[src/srxs_pkg.sv]
// Package with register map and field positions of the receiver status bank
package srxs_pkg;
	localparam logic [4:0] ADDR_PC_HIGH = 5'h14;
	localparam logic [4:0] ADDR_PC_LOW = 5'h15;
	localparam logic [4:0] ADDR_PD_HIGH = 5'h16;
	localparam logic [4:0] ADDR_PD_LOW = 5'h17;
	localparam logic [4:0] ADDR_ERR = 5'h18;
	localparam logic [4:0] ADDR_EVENT = 5'h1C;
	localparam int BIT_VALID = 7;
	localparam int BIT_EMPH = 6;
	localparam int BIT_NONAUDIO = 5;
	localparam int BIT_PREAMBLE = 4;
	localparam int BIT_CRC = 3;
	localparam int BIT_ABSENT = 2;
	localparam int BIT_PARITY = 1;
	localparam int BIT_LOCK = 0;
	localparam logic [7:0] ERR_RESET = 8'h00;
	localparam logic [31:0] UNMAPPED_DATA = 32'h00000000;
endpackage

[src/srxs_status_regs.sv]
// Receiver status register bank on an Avalon-MM slave
// Overview of operation
// RULE1: Pc bytes shown while non-PCM, else zero
// RULE2: Pd bytes shown while non-PCM, else zero
// RULE3: Subframe non-audio puts channel B Pc in Pd
// RULE4: Emphasis bit 6; event only on change
// RULE5: Non-audio bit 5; event on audio or type change
// RULE6: Preamble bit 4; event only on change
// RULE7: CRC error bit 3 sticky until read
// RULE8: No-stream bit 2; event only on change
// RULE9: Biphase/parity bit 1 sticky until read
// RULE10: Lock bit 0; event only on change
// RULE11: Bit 7 follows last subframe validity
`timescale 1ns/1ps
`default_nettype none
module srxs_status_regs (
	input wire logic clk,
	input wire logic reset,
	input wire logic [4:0] avs_address,
	input wire logic avs_read,
	input wire logic avs_write,
	input wire logic [31:0] avs_writedata,
	input wire logic [3:0] avs_byteenable,
	output logic [31:0] avs_readdata,
	output logic avs_waitrequest,
	input wire logic subframe_strobe,
	input wire logic rx_valid_flag,
	input wire logic emphasis_in,
	input wire logic nonaudio_in,
	input wire logic [1:0] nonaudio_type,
	input wire logic nonpcm_detect,
	input wire logic subframe_nonaudio,
	input wire logic [15:0] burst_pc_a,
	input wire logic [15:0] burst_pc_b,
	input wire logic [15:0] burst_pd,
	input wire logic chstat_checksum_fail,
	input wire logic input_absent,
	input wire logic biphase_parity_err,
	input wire logic pll_locked,
	output logic [7:0] status_event
);
	logic [15:0] burst_pc_upper_lower;
	logic [15:0] next_burst_pc_upper_lower;
	logic [15:0] burst_pd_upper_lower;
	logic [15:0] next_burst_pd_upper_lower;
	logic [7:0] err;
	logic [7:0] next_err;
	logic [7:0] event_flags;
	logic [7:0] next_event_flags;
	logic [1:0] type_seen;
	logic [1:0] next_type_seen;
	logic ack;
	logic next_ack;
	logic [31:0] next_readdata;
	logic err_read;
	logic [7:0] live;
	logic [7:0] changed;

	assign err_read = ack && avs_read && avs_address == srxs_pkg::ADDR_ERR;
	assign avs_waitrequest = (avs_read || avs_write) && !ack;
	assign status_event = event_flags;

	always_comb begin
		live = err;
		live[srxs_pkg::BIT_EMPH] = emphasis_in;
		live[srxs_pkg::BIT_NONAUDIO] = nonaudio_in;
		live[srxs_pkg::BIT_PREAMBLE] = nonpcm_detect;
		live[srxs_pkg::BIT_ABSENT] = input_absent;
		live[srxs_pkg::BIT_LOCK] = pll_locked;
		changed = live ^ err;
	end

	always_comb begin
		next_burst_pc_upper_lower = 16'h0000;
		next_burst_pd_upper_lower = 16'h0000;
		if (nonpcm_detect) begin
			next_burst_pc_upper_lower = burst_pc_a; // RULE1
			if (subframe_nonaudio) begin
				next_burst_pd_upper_lower = burst_pc_b; // RULE3
			end else begin
				next_burst_pd_upper_lower = burst_pd; // RULE2
			end
		end
	end

	always_comb begin
		next_err = live;
		next_type_seen = type_seen;
		next_event_flags = event_flags;
		if (subframe_strobe) begin
			next_err[srxs_pkg::BIT_VALID] = rx_valid_flag; // RULE11
		end
		// Sticky bits; a new error beats the read clear
		// Only a reported error is cleared; a later one survives the read
		next_err[srxs_pkg::BIT_CRC] = chstat_checksum_fail ||
			(err[srxs_pkg::BIT_CRC] &&
			!(err_read && avs_readdata[srxs_pkg::BIT_CRC])); // RULE7
		next_err[srxs_pkg::BIT_PARITY] = biphase_parity_err ||
			(err[srxs_pkg::BIT_PARITY] &&
			!(err_read && avs_readdata[srxs_pkg::BIT_PARITY])); // RULE9
		if (err_read) begin
			next_event_flags = 8'h00;
		end
		if (changed[srxs_pkg::BIT_EMPH]) begin
			next_event_flags[srxs_pkg::BIT_EMPH] = 1'b1; // RULE4
		end
		if (changed[srxs_pkg::BIT_NONAUDIO] ||
			(nonaudio_in && nonaudio_type != type_seen)) begin
			next_event_flags[srxs_pkg::BIT_NONAUDIO] = 1'b1; // RULE5
		end
		if (nonaudio_in) begin
			next_type_seen = nonaudio_type;
		end
		if (changed[srxs_pkg::BIT_PREAMBLE]) begin
			next_event_flags[srxs_pkg::BIT_PREAMBLE] = 1'b1; // RULE6
		end
		if (chstat_checksum_fail) begin
			next_event_flags[srxs_pkg::BIT_CRC] = 1'b1; // RULE7
		end
		if (changed[srxs_pkg::BIT_ABSENT]) begin
			next_event_flags[srxs_pkg::BIT_ABSENT] = 1'b1; // RULE8
		end
		if (biphase_parity_err) begin
			next_event_flags[srxs_pkg::BIT_PARITY] = 1'b1; // RULE9
		end
		if (changed[srxs_pkg::BIT_LOCK]) begin
			next_event_flags[srxs_pkg::BIT_LOCK] = 1'b1; // RULE10
		end
		if (subframe_strobe && rx_valid_flag != err[srxs_pkg::BIT_VALID]) begin
			next_event_flags[srxs_pkg::BIT_VALID] = 1'b1; // RULE11
		end
	end

	always_comb begin
		next_ack = (avs_read || avs_write) && !ack;
		next_readdata = avs_readdata;
		if (avs_read && !ack) begin
			case (avs_address)
				srxs_pkg::ADDR_PC_HIGH:
					next_readdata = {24'h000000, burst_pc_upper_lower[15:8]};
				srxs_pkg::ADDR_PC_LOW:
					next_readdata = {24'h000000, burst_pc_upper_lower[7:0]};
				srxs_pkg::ADDR_PD_HIGH:
					next_readdata = {24'h000000, burst_pd_upper_lower[15:8]};
				srxs_pkg::ADDR_PD_LOW:
					next_readdata = {24'h000000, burst_pd_upper_lower[7:0]};
				srxs_pkg::ADDR_ERR:
					next_readdata = {24'h000000, err};
				srxs_pkg::ADDR_EVENT:
					next_readdata = {24'h000000, event_flags};
				default:
					next_readdata = srxs_pkg::UNMAPPED_DATA;
			endcase
		end
	end

	always_ff @(posedge clk or posedge reset) begin
		if (reset) begin
			burst_pc_upper_lower <= 16'h0000;
			burst_pd_upper_lower <= 16'h0000;
			err <= srxs_pkg::ERR_RESET;
			event_flags <= 8'h00;
			type_seen <= 2'h0;
			ack <= 1'b0;
			avs_readdata <= srxs_pkg::UNMAPPED_DATA;
		end else begin
			burst_pc_upper_lower <= next_burst_pc_upper_lower;
			burst_pd_upper_lower <= next_burst_pd_upper_lower;
			err <= next_err;
			event_flags <= next_event_flags;
			type_seen <= next_type_seen;
			ack <= next_ack;
			avs_readdata <= next_readdata;
		end
	end
endmodule
`default_nettype wire

[config.mk]
export PLATFORM = sky130hd
export DESIGN_NAME = srxs_status_regs
export DESIGN_NICKNAME = d
export VERILOG_FILES = /design/src/srxs_pkg.sv /design/src/srxs_status_regs.sv
export SDC_FILE = /design/constraint.sdc
export NUM_CORES = 1
export LEC_CHECK = 0
export BUFFER_PORTS_ARGS = -buffer_cell sky130_fd_sc_hd__buf_2
export CAP_MARGIN = 20
export CORE_MARGIN = 2
export CORE_UTILIZATION = 39
export CTS_BUF_LIST = sky130_fd_sc_hd__clkbuf_8
export DETAILED_ROUTE_END_ITERATION = 10
export PLACE_DENSITY = 0.8
export SYNTH_ARGS = -nofsm -noshare
export SYNTH_HDL_FRONTEND = slang
export SYNTH_SLANG_ARGS = --single-unit
[constraint.sdc]
create_clock -name clk -period 2 [get_ports clk]
set_clock_uncertainty 0.05 [all_clocks]
set_input_delay 0.4 -clock clk [delete_from_list [all_inputs] [get_ports clk]]
set_output_delay 0.4 -clock clk [all_outputs]
set_load 0.03 [all_outputs]
* Word-level counts from Yosys, hierarchy flattened *
Index checks and enable logic that the tools add are counted.

storage, ports and cells
  bits in registers = 83
  input port bits = 105
  output and inout port bits = 41
  logic and storage cells = 62

cells by class
  equality and inequality tests = 8
  multiplexer cells = 13
  bitwise gates (word level) = 1
  reductions and logical operators = 25

operators with widths
  cell                                         number
  two-way mux 16 bit                           3
  case mux 8 bit (6 select lines)              1
  equality test 5 bit (second input constant)  6
  nonzero test 2 bit                           8
  logical AND 1 bit                            10
  two-way mux 1 bit                            8
  two-way mux 8 bit                            1
  bitwise XOR 7 bit                            1
  logical OR 1 bit                             4
  logical NOT 1 bit                            3
  inequality test 2 bit                        1
  inequality test 1 bit                        1

* Logic depth before layout (Yosys ltp) *
Gate-level depths: netlist (run 1).

  depth after elaboration = 6
  gate-level depth with buffers = 5
  gate-level depth less buffers = 3

* Worst setup path before layout (run 1) *
No wires, ideal clock.

  kind = input to register
  from = input port avs_address[1]
  to = register err[3]
  library setup time = 0.118 ns
  arrival = 1.235 ns
  required time = 1.832 ns
  path slack = 0.597 ns
  stages on the path = 5
  buffers on the path = 2
  path through = buf_2 and4bb_1 buf_6 nand4b_1 a21o_1

between the ends
  cells in the longest elaborated chain, start to end = 6

ends and longest elaborated chain
  what                  RTL line                 source
  start, declared       srxs_status_regs.sv:19   input wire logic [4:0] avs_address,
  equality test 5 bit   srxs_status_regs.sv:59   assign err_read = ack && avs_read && avs_address == srxs_pkg::ADDR_ERR;
  logical AND 1 bit     srxs_status_regs.sv:59
  logical AND 1 bit     srxs_status_regs.sv:97   !(err_read && avs_readdata[srxs_pkg::BIT_CRC]));
  logical NOT 1 bit     srxs_status_regs.sv:97
  logical AND 1 bit     srxs_status_regs.sv:96   (err[srxs_pkg::BIT_CRC] &&
  logical OR 1 bit      srxs_status_regs.sv:95   next_err[srxs_pkg::BIT_CRC] = chstat_checksum_fail ||
  net next_err[3]       srxs_status_regs.sv:47   logic [7:0] next_err;
  end signal, assigned  srxs_status_regs.sv:161  err <= srxs_pkg::ERR_RESET;
  end signal, assigned  srxs_status_regs.sv:169  err <= next_err;
  end, declared         srxs_status_regs.sv:46   logic [7:0] err;

The timed path passes the listed nets, and every way through them passes these cells.
A chain may end at the register's enable or synchronous reset.

* Worst setup path in the final report (run 1) *
  from = register ack
  to = output port avs_waitrequest

between the ends
  cells in the longest elaborated chain, start to end = 2

ends and longest elaborated chain
  what                    RTL line                 source
  start, declared         srxs_status_regs.sv:52   logic ack;
  start signal, assigned  srxs_status_regs.sv:172  ack <= next_ack;
  logical NOT 1 bit       srxs_status_regs.sv:60   assign avs_waitrequest = (avs_read || avs_write) && !ack;
  logical AND 1 bit       srxs_status_regs.sv:60
  end, declared           srxs_status_regs.sv:25   output logic avs_waitrequest,

No other way between the ends.

==> qor.yml, run 1 <==
status:
  outcome: "finished, final reports clean"
synth:
  synth.distinct_cells: 32
  synth_area_sq_mm: 0.00288
  synthFlopType: "dfrtp_1"
  synth-edff-count: 0
  synthArstFlopShare_pct: 100
  yosys_warnings: 0
  ys_seq_elements: 59
  synth.avg_cell_area_sq_um: 12.0
  syn_inst: 240
  yosysSeqAreaShare_pct: 51.3
timing:
  layout_setup_ws_ns: 0.460
  fin_crit_sh_pct: 77.0
  worst_hold_slack_ns: 0.0275
  setup_viol: 0
  finalHoldViolations: 0
  fmax_mhz: 649
  finalSetupTns_ns: 0
  fin_crit_ns: 1.54
  rsz0062_at_grt: "false"
  drv_slew: 0
routing:
  via_per_inst: 4.64
  ant_nets: 0
  avgRoutedWirePerCell_um: 14.1
  totalWireLength_um: 6040
  first_iter_violations: 67
  dr.pass1.iters: 4
  drc: 0
  via_count: 1985
placed_design:
  placed_area_sq_mm: 0.00329
  hpwlAfterDp_um: 4500
  place_congestion: 0.790
  dp_cells: 412
  io_buffers: 85
  post-place-ws_ns: 0.309
pwr:
  max-vdd-ir-drop_v: 0.000411
  p_leak_nw: 1.68
  p_per_area_mw_per_mm2: 856
  total_power_mw: 3.01
floorplanning:
  dieArea_sq_mm: 0.00809
  die_w_um: 89.9
  start_util_pct: 39.9
  die-height_um: 89.9
  core_area_sq_mm: 0.00721
  rows: 31
  io_pins: 146
cells_and_area:
  post-route-cell-area_sq_mm: 0.00352
  utilization_pct: 48.8
  fin_cells: 428
  drive_gt1_share_pct: 39.8
  num-nets-final: 429
  diodes: 0
  area.growth.synth_to_final_pct: 22.3
clock_network:
  h-tree-depth: 3
  clk_pin_slew_worst_paths_ns: 0.07
  post_cts_buffers: 0
  cts_tree: "yes"
  clockRootBuffer: "clkbuf_8"
  cts_buffers: 9
  cts_sinks: 59
  holdBufCountCts: 0
  cts_resized: 0
  clock_path_buffers: 2
  clk_latency_ns: 0.33
setup_path:
  slowest_stage: "dfrtp_1"
  endpoint_kind: "output port"
  crit_type: "reg2out"
  max_stage_delay_ns: 0.40
  arrival_ns: 1.09
  crit_fanout: 4
  cp-start-kind: "flop"
  critical_path.cell_chain: "nor2_1 > buf_2"
  cp.required_ns: 1.55
global_routing:
  grt_pass1_wl_um: 9600
  grt.total_usage_pct: 15.5
  grt_pass1_vias: 1951
  antenna_found_initial: 0
  grt_max_degree: 39
  overflow: 0
run:
  drv_cap: 0
hold_path:
  hp-class: "in2async"
## cells in the mapped netlist (5+ instances only)
| cell type | number | share of area (%) |
|---|---|---|
| and2_1 | 17 | 3.7 |
| xor2_1 | 7 | 2.1 |
| buf_4 | 26 | 6.8 |
| nor2_1 | 11 | 1.4 |
| mux2_2 | 19 | 7.4 |
| dfrtp_1 | 59 | 51 |
| a221oi_2 | 5 | 2.6 |
| nand3b_1 | 14 | 3.7 |
| nor2b_1 | 17 | 3.7 |
| mux2i_1 | 16 | 5.6 |
| a31oi_1 | 8 | 1.7 |
| a21o_1 | 8 | 2.1 |
## worst paths after layout
| kind | slack (ns) | startpoint | endpoint | cells after the start |
|---|---|---|---|---|
| worst max-delay path | 0.46 | ack | avs_waitrequest | 2 |
| worst min-delay path | 0.03 | reset | status_event[4] | 2 |
| worst max register to register | 0.66 | ack | avs_readdata[0] | 3 |
| worst min register to register | 0.43 | err[1] | err[1] | 1 |
| max in group asynchronous | 1.31 | reset | burst_pd_upper_lower[3] | 3 |
| min in group clk | 0.14 | input_absent | err[2] | 1 |
## kinds of logic (layout without fill, tap and decap cells)
kind of cell	Yosys count	after routing	synth area share, %
muxes	35	35	13.0
xor gates and xnor gates	7	7	2.13
DFF	59	59	51.3
buffers and inverters	41	107	9.69
and+or+nand+nor	69	69	15.5
other	1	24	0.130
AOI/OAI and AO/OA	28	28	8.30
## layer usage
layer  track usage [%]  wire length (um)  share of wire, %
met4              6.79               116               1.9
met2              24.7              3120                52
met5                 0                 0                 0
met1              19.6              2380                39
met3              4.78               425               7.0
## cells in the final DEF (no fill, tap or decap)
cell,instances
buf_2,85
nor3_1,1
a221oi_1,1
dfrtp_1,59
clkinvlp_4,1
nand2b_1,1
inv_2,1
inv_1,2
nand3b_2,1
nor2b_1,17
buf_12,1
o2bb2ai_1,1
nor2_1,11
and4bb_1,1
nand3b_1,14
clkinv_2,1
and4b_1,2
a22o_1,1
conb_1,24
a21o_1,8
nor4bb_2,1
a21oi_1,2
nand2_1,1
and2_1,17
bufinv_16,2
a221oi_2,5
a32oi_1,2
mux2_2,19
mux2i_1,16
nand4b_1,2
a31oi_1,8
clkbuf_8,11
xor2_1,7
buf_4,3
## critical path, delay by kind of cell (launching register included)
kind,cells,cell delay [ns]
buf+inv,1,0.22
flops,1,0.40
simple gates,1,0.15
## sequential cells by signal, summed over array words and instances, names as in the netlist
register,cells
status_event,8
ack,1
burst_pd_upper_lower,16
burst_pc_upper_lower,16
type_seen,2
avs_readdata,8
err,8
## report_power, final
group / total [mW] / leakage [nW] / switching [mW] / internal (mW)
Clock: 1.21 / 0.117 / 0.446 / 0.763
Combinational: 0.488 / 0.858 / 0.304 / 0.184
Sequential: 1.32 / 0.701 / 0.0385 / 1.28
Total: 3.01 / 1.68 / 0.789 / 2.22
## cell type report
type / instances / area (sq um)
clock buffers: 11 / 151
clock inverters: 5 / 76.3
fillers: 689 / 3690
inverters: 2 / 7.51
multi-input cells: 163 / 1220
flip-flops and latches: 59 / 1480
well taps: 99 / 124
repair buffers: 89 / 468
No activity file was read; power rests on OpenSTA's default activity.
==> inputs of run 2 (changes only) <==
==> constraint.sdc (replaced) <==
create_clock -name clk -period 1.44 [get_ports clk]
set_clock_uncertainty 0.05 [all_clocks]
set_input_delay 0.288 -clock clk [delete_from_list [all_inputs] [get_ports clk]]
set_output_delay 0.288 -clock clk [all_outputs]
set_load 0.03 [all_outputs]
==> run 2 against run 1 <==
Compared with the run above:
- die area unchanged
- first-iteration DRC count increased by 97%
- largest cell class unchanged
- wire length increased by 0.45%
==> qor.yml, run 2 (synthesis results as in run 1) <==
pwr:
  p_leak_nw: 1.70
  p_per_area_mw_per_mm2: 1100
  max-vdd-ir-drop_v: 0.000452
clock_network:
  clock_path_buffers: 2
  clk_latency_ns: 0.33
  cts_tree: "yes"
  cts_sinks: 59
  clockRootBuffer: "clkbuf_8"
  h-tree-depth: 3
  clk_pin_slew_worst_paths_ns: 0.06
  post_cts_buffers: 0
  cts_buffers: 9
cells_and_area:
  drive_gt1_share_pct: 41.4
  mostFrequentLayoutCells: "buf_2, dfrtp_1, conb_1"
  area.growth.synth_to_final_pct: 23.9
  mostFrequentLayoutCell: "buf_2"
  post-route-cell-area_sq_mm: 0.00357
  diodes: 0
  reg_top3: "burst_pc_upper_lower (16), burst_pd_upper_lower (16)"
  num-nets-final: 436
timing:
  worst_hold_slack_ns: 0.0352
  finalHoldViolations: 0
  drv_slew: 0
  fmax_mhz: 735
  layout_setup_ws_ns: 0.0793
  rsz0062_at_grt: "false"
  fin_crit_sh_pct: 94.5
  fin_crit_ns: 1.36
  setup_viol: 0
setup_path:
  crit_type: "reg2out"
  endpoint_kind: "output port"
  arrival_ns: 1.02
  cp.required_ns: 1.10
  crit_fanout: 4
  cp-start-kind: "flop"
routing:
  drc: 0
  wl_met2_um: 2860
  dr.pass1.iters: 4
  topRoutingLayerUsed: "met4"
  ant_nets: 0
  totalWireLength_um: 6070
  via_count: 2042
  first_iter_violations: 132
  via_per_inst: 4.69
  avgRoutedWirePerCell_um: 14.0
  drt-met1-wl_um: 2640
  dr_wl_met3_um: 403
placed_design:
  placed_area_sq_mm: 0.00335
  post-place-ws_ns: -0.106
  hpwlAfterDp_um: 4520
  io_buffers: 85
  place_congestion: 0.776
hold_path:
  hp-class: "in2reg"
global_routing:
  grt_pass1_vias: 2010
  grt_max_degree: 60
  overflow: 0
  grt.total_usage_pct: 15.7
  grt_pass1_wl_um: 9810
  antenna_found_initial: 0
floorplanning:
  die-height_um: 89.9
  rows: 31
  dieArea_sq_mm: 0.00809
  io_pins: 146
  core_area_sq_mm: 0.00721
  start_util_pct: 39.9
  die_w_um: 89.9
status:
  outcome: "finished, final reports clean"
run:
  drv_cap: 0
## run 2: critical path, cell delays in order, from the launching register on
cell     delay [ns]
dfrtp_1        0.42
nor2_2         0.13
buf_6          0.15
## run 2: metal layers
layer	track usage, %	vias to the layer above
li1	-	965
met1	19.5	981
met2	24.4	81
met3	5.78	15
met4	7.31	0
met5	0	-
## run 2: report_power, final
part           switching [mW]  total [mW]  internal (mW)
sequential             0.0561        1.83           1.77
clock                   0.605        1.40          0.797
combinational           0.427       0.703          0.276
total                    1.09        3.93           2.85
## run 2: path summary, 6_finish.rpt
| kind | slack (ns) | depth (start not counted) | from | endpoint |
|---|---|---|---|---|
| setup / recovery | 0.08 | 2 | ack | avs_waitrequest |
| hold / removal | 0.04 | 1 | input_absent | err[2] |
| setup reg to reg | 0.09 | 3 | ack | status_event[7] |
| hold reg to reg | 0.43 | 1 | err[1] | err[1] |
| max in group asynchronous | 0.56 | 4 | reset | burst_pc_upper_lower[8] |
| min in group asynchronous | 0.52 | 4 | reset | err[7] |
## run 2: stage by stage
step	std cells	TNS (ns)	utilization, %	power [mW]
2_1_floorplan	263	0	-	2.36
3_3_place_gp	418	-0.164	46.5	2.54
3_5_place_dp	418	-0.624	46.5	2.56
4_1_cts	435	0	49.3	3.99
5_1_grt	435	0	49.5	4.12
6_report	435	0	49.5	3.93
## run 2: layout make-up
| class | instances | area [sq um] |
|---|---|---|
| inverter | 2 | 11.3 |
| tap | 99 | 124 |
| clock inverter | 3 | 12.5 |
| sequential | 59 | 1480 |
| multi-input combinational | 163 | 1220 |
| fill | 668 | 3650 |
| clock buffer | 13 | 179 |
| timing repair buffer | 96 | 542 |
## run 2: repair_timing
item / 4_1_cts / 5_1_grt
gates cloned: 0 / 0
gates resized for setup: 1 / 4
endpoints found under the setup margin: 1 / 3
hold buffers: 1 / 0
pin swaps: 0 / 1
hold endpoints to repair: 59 / 0
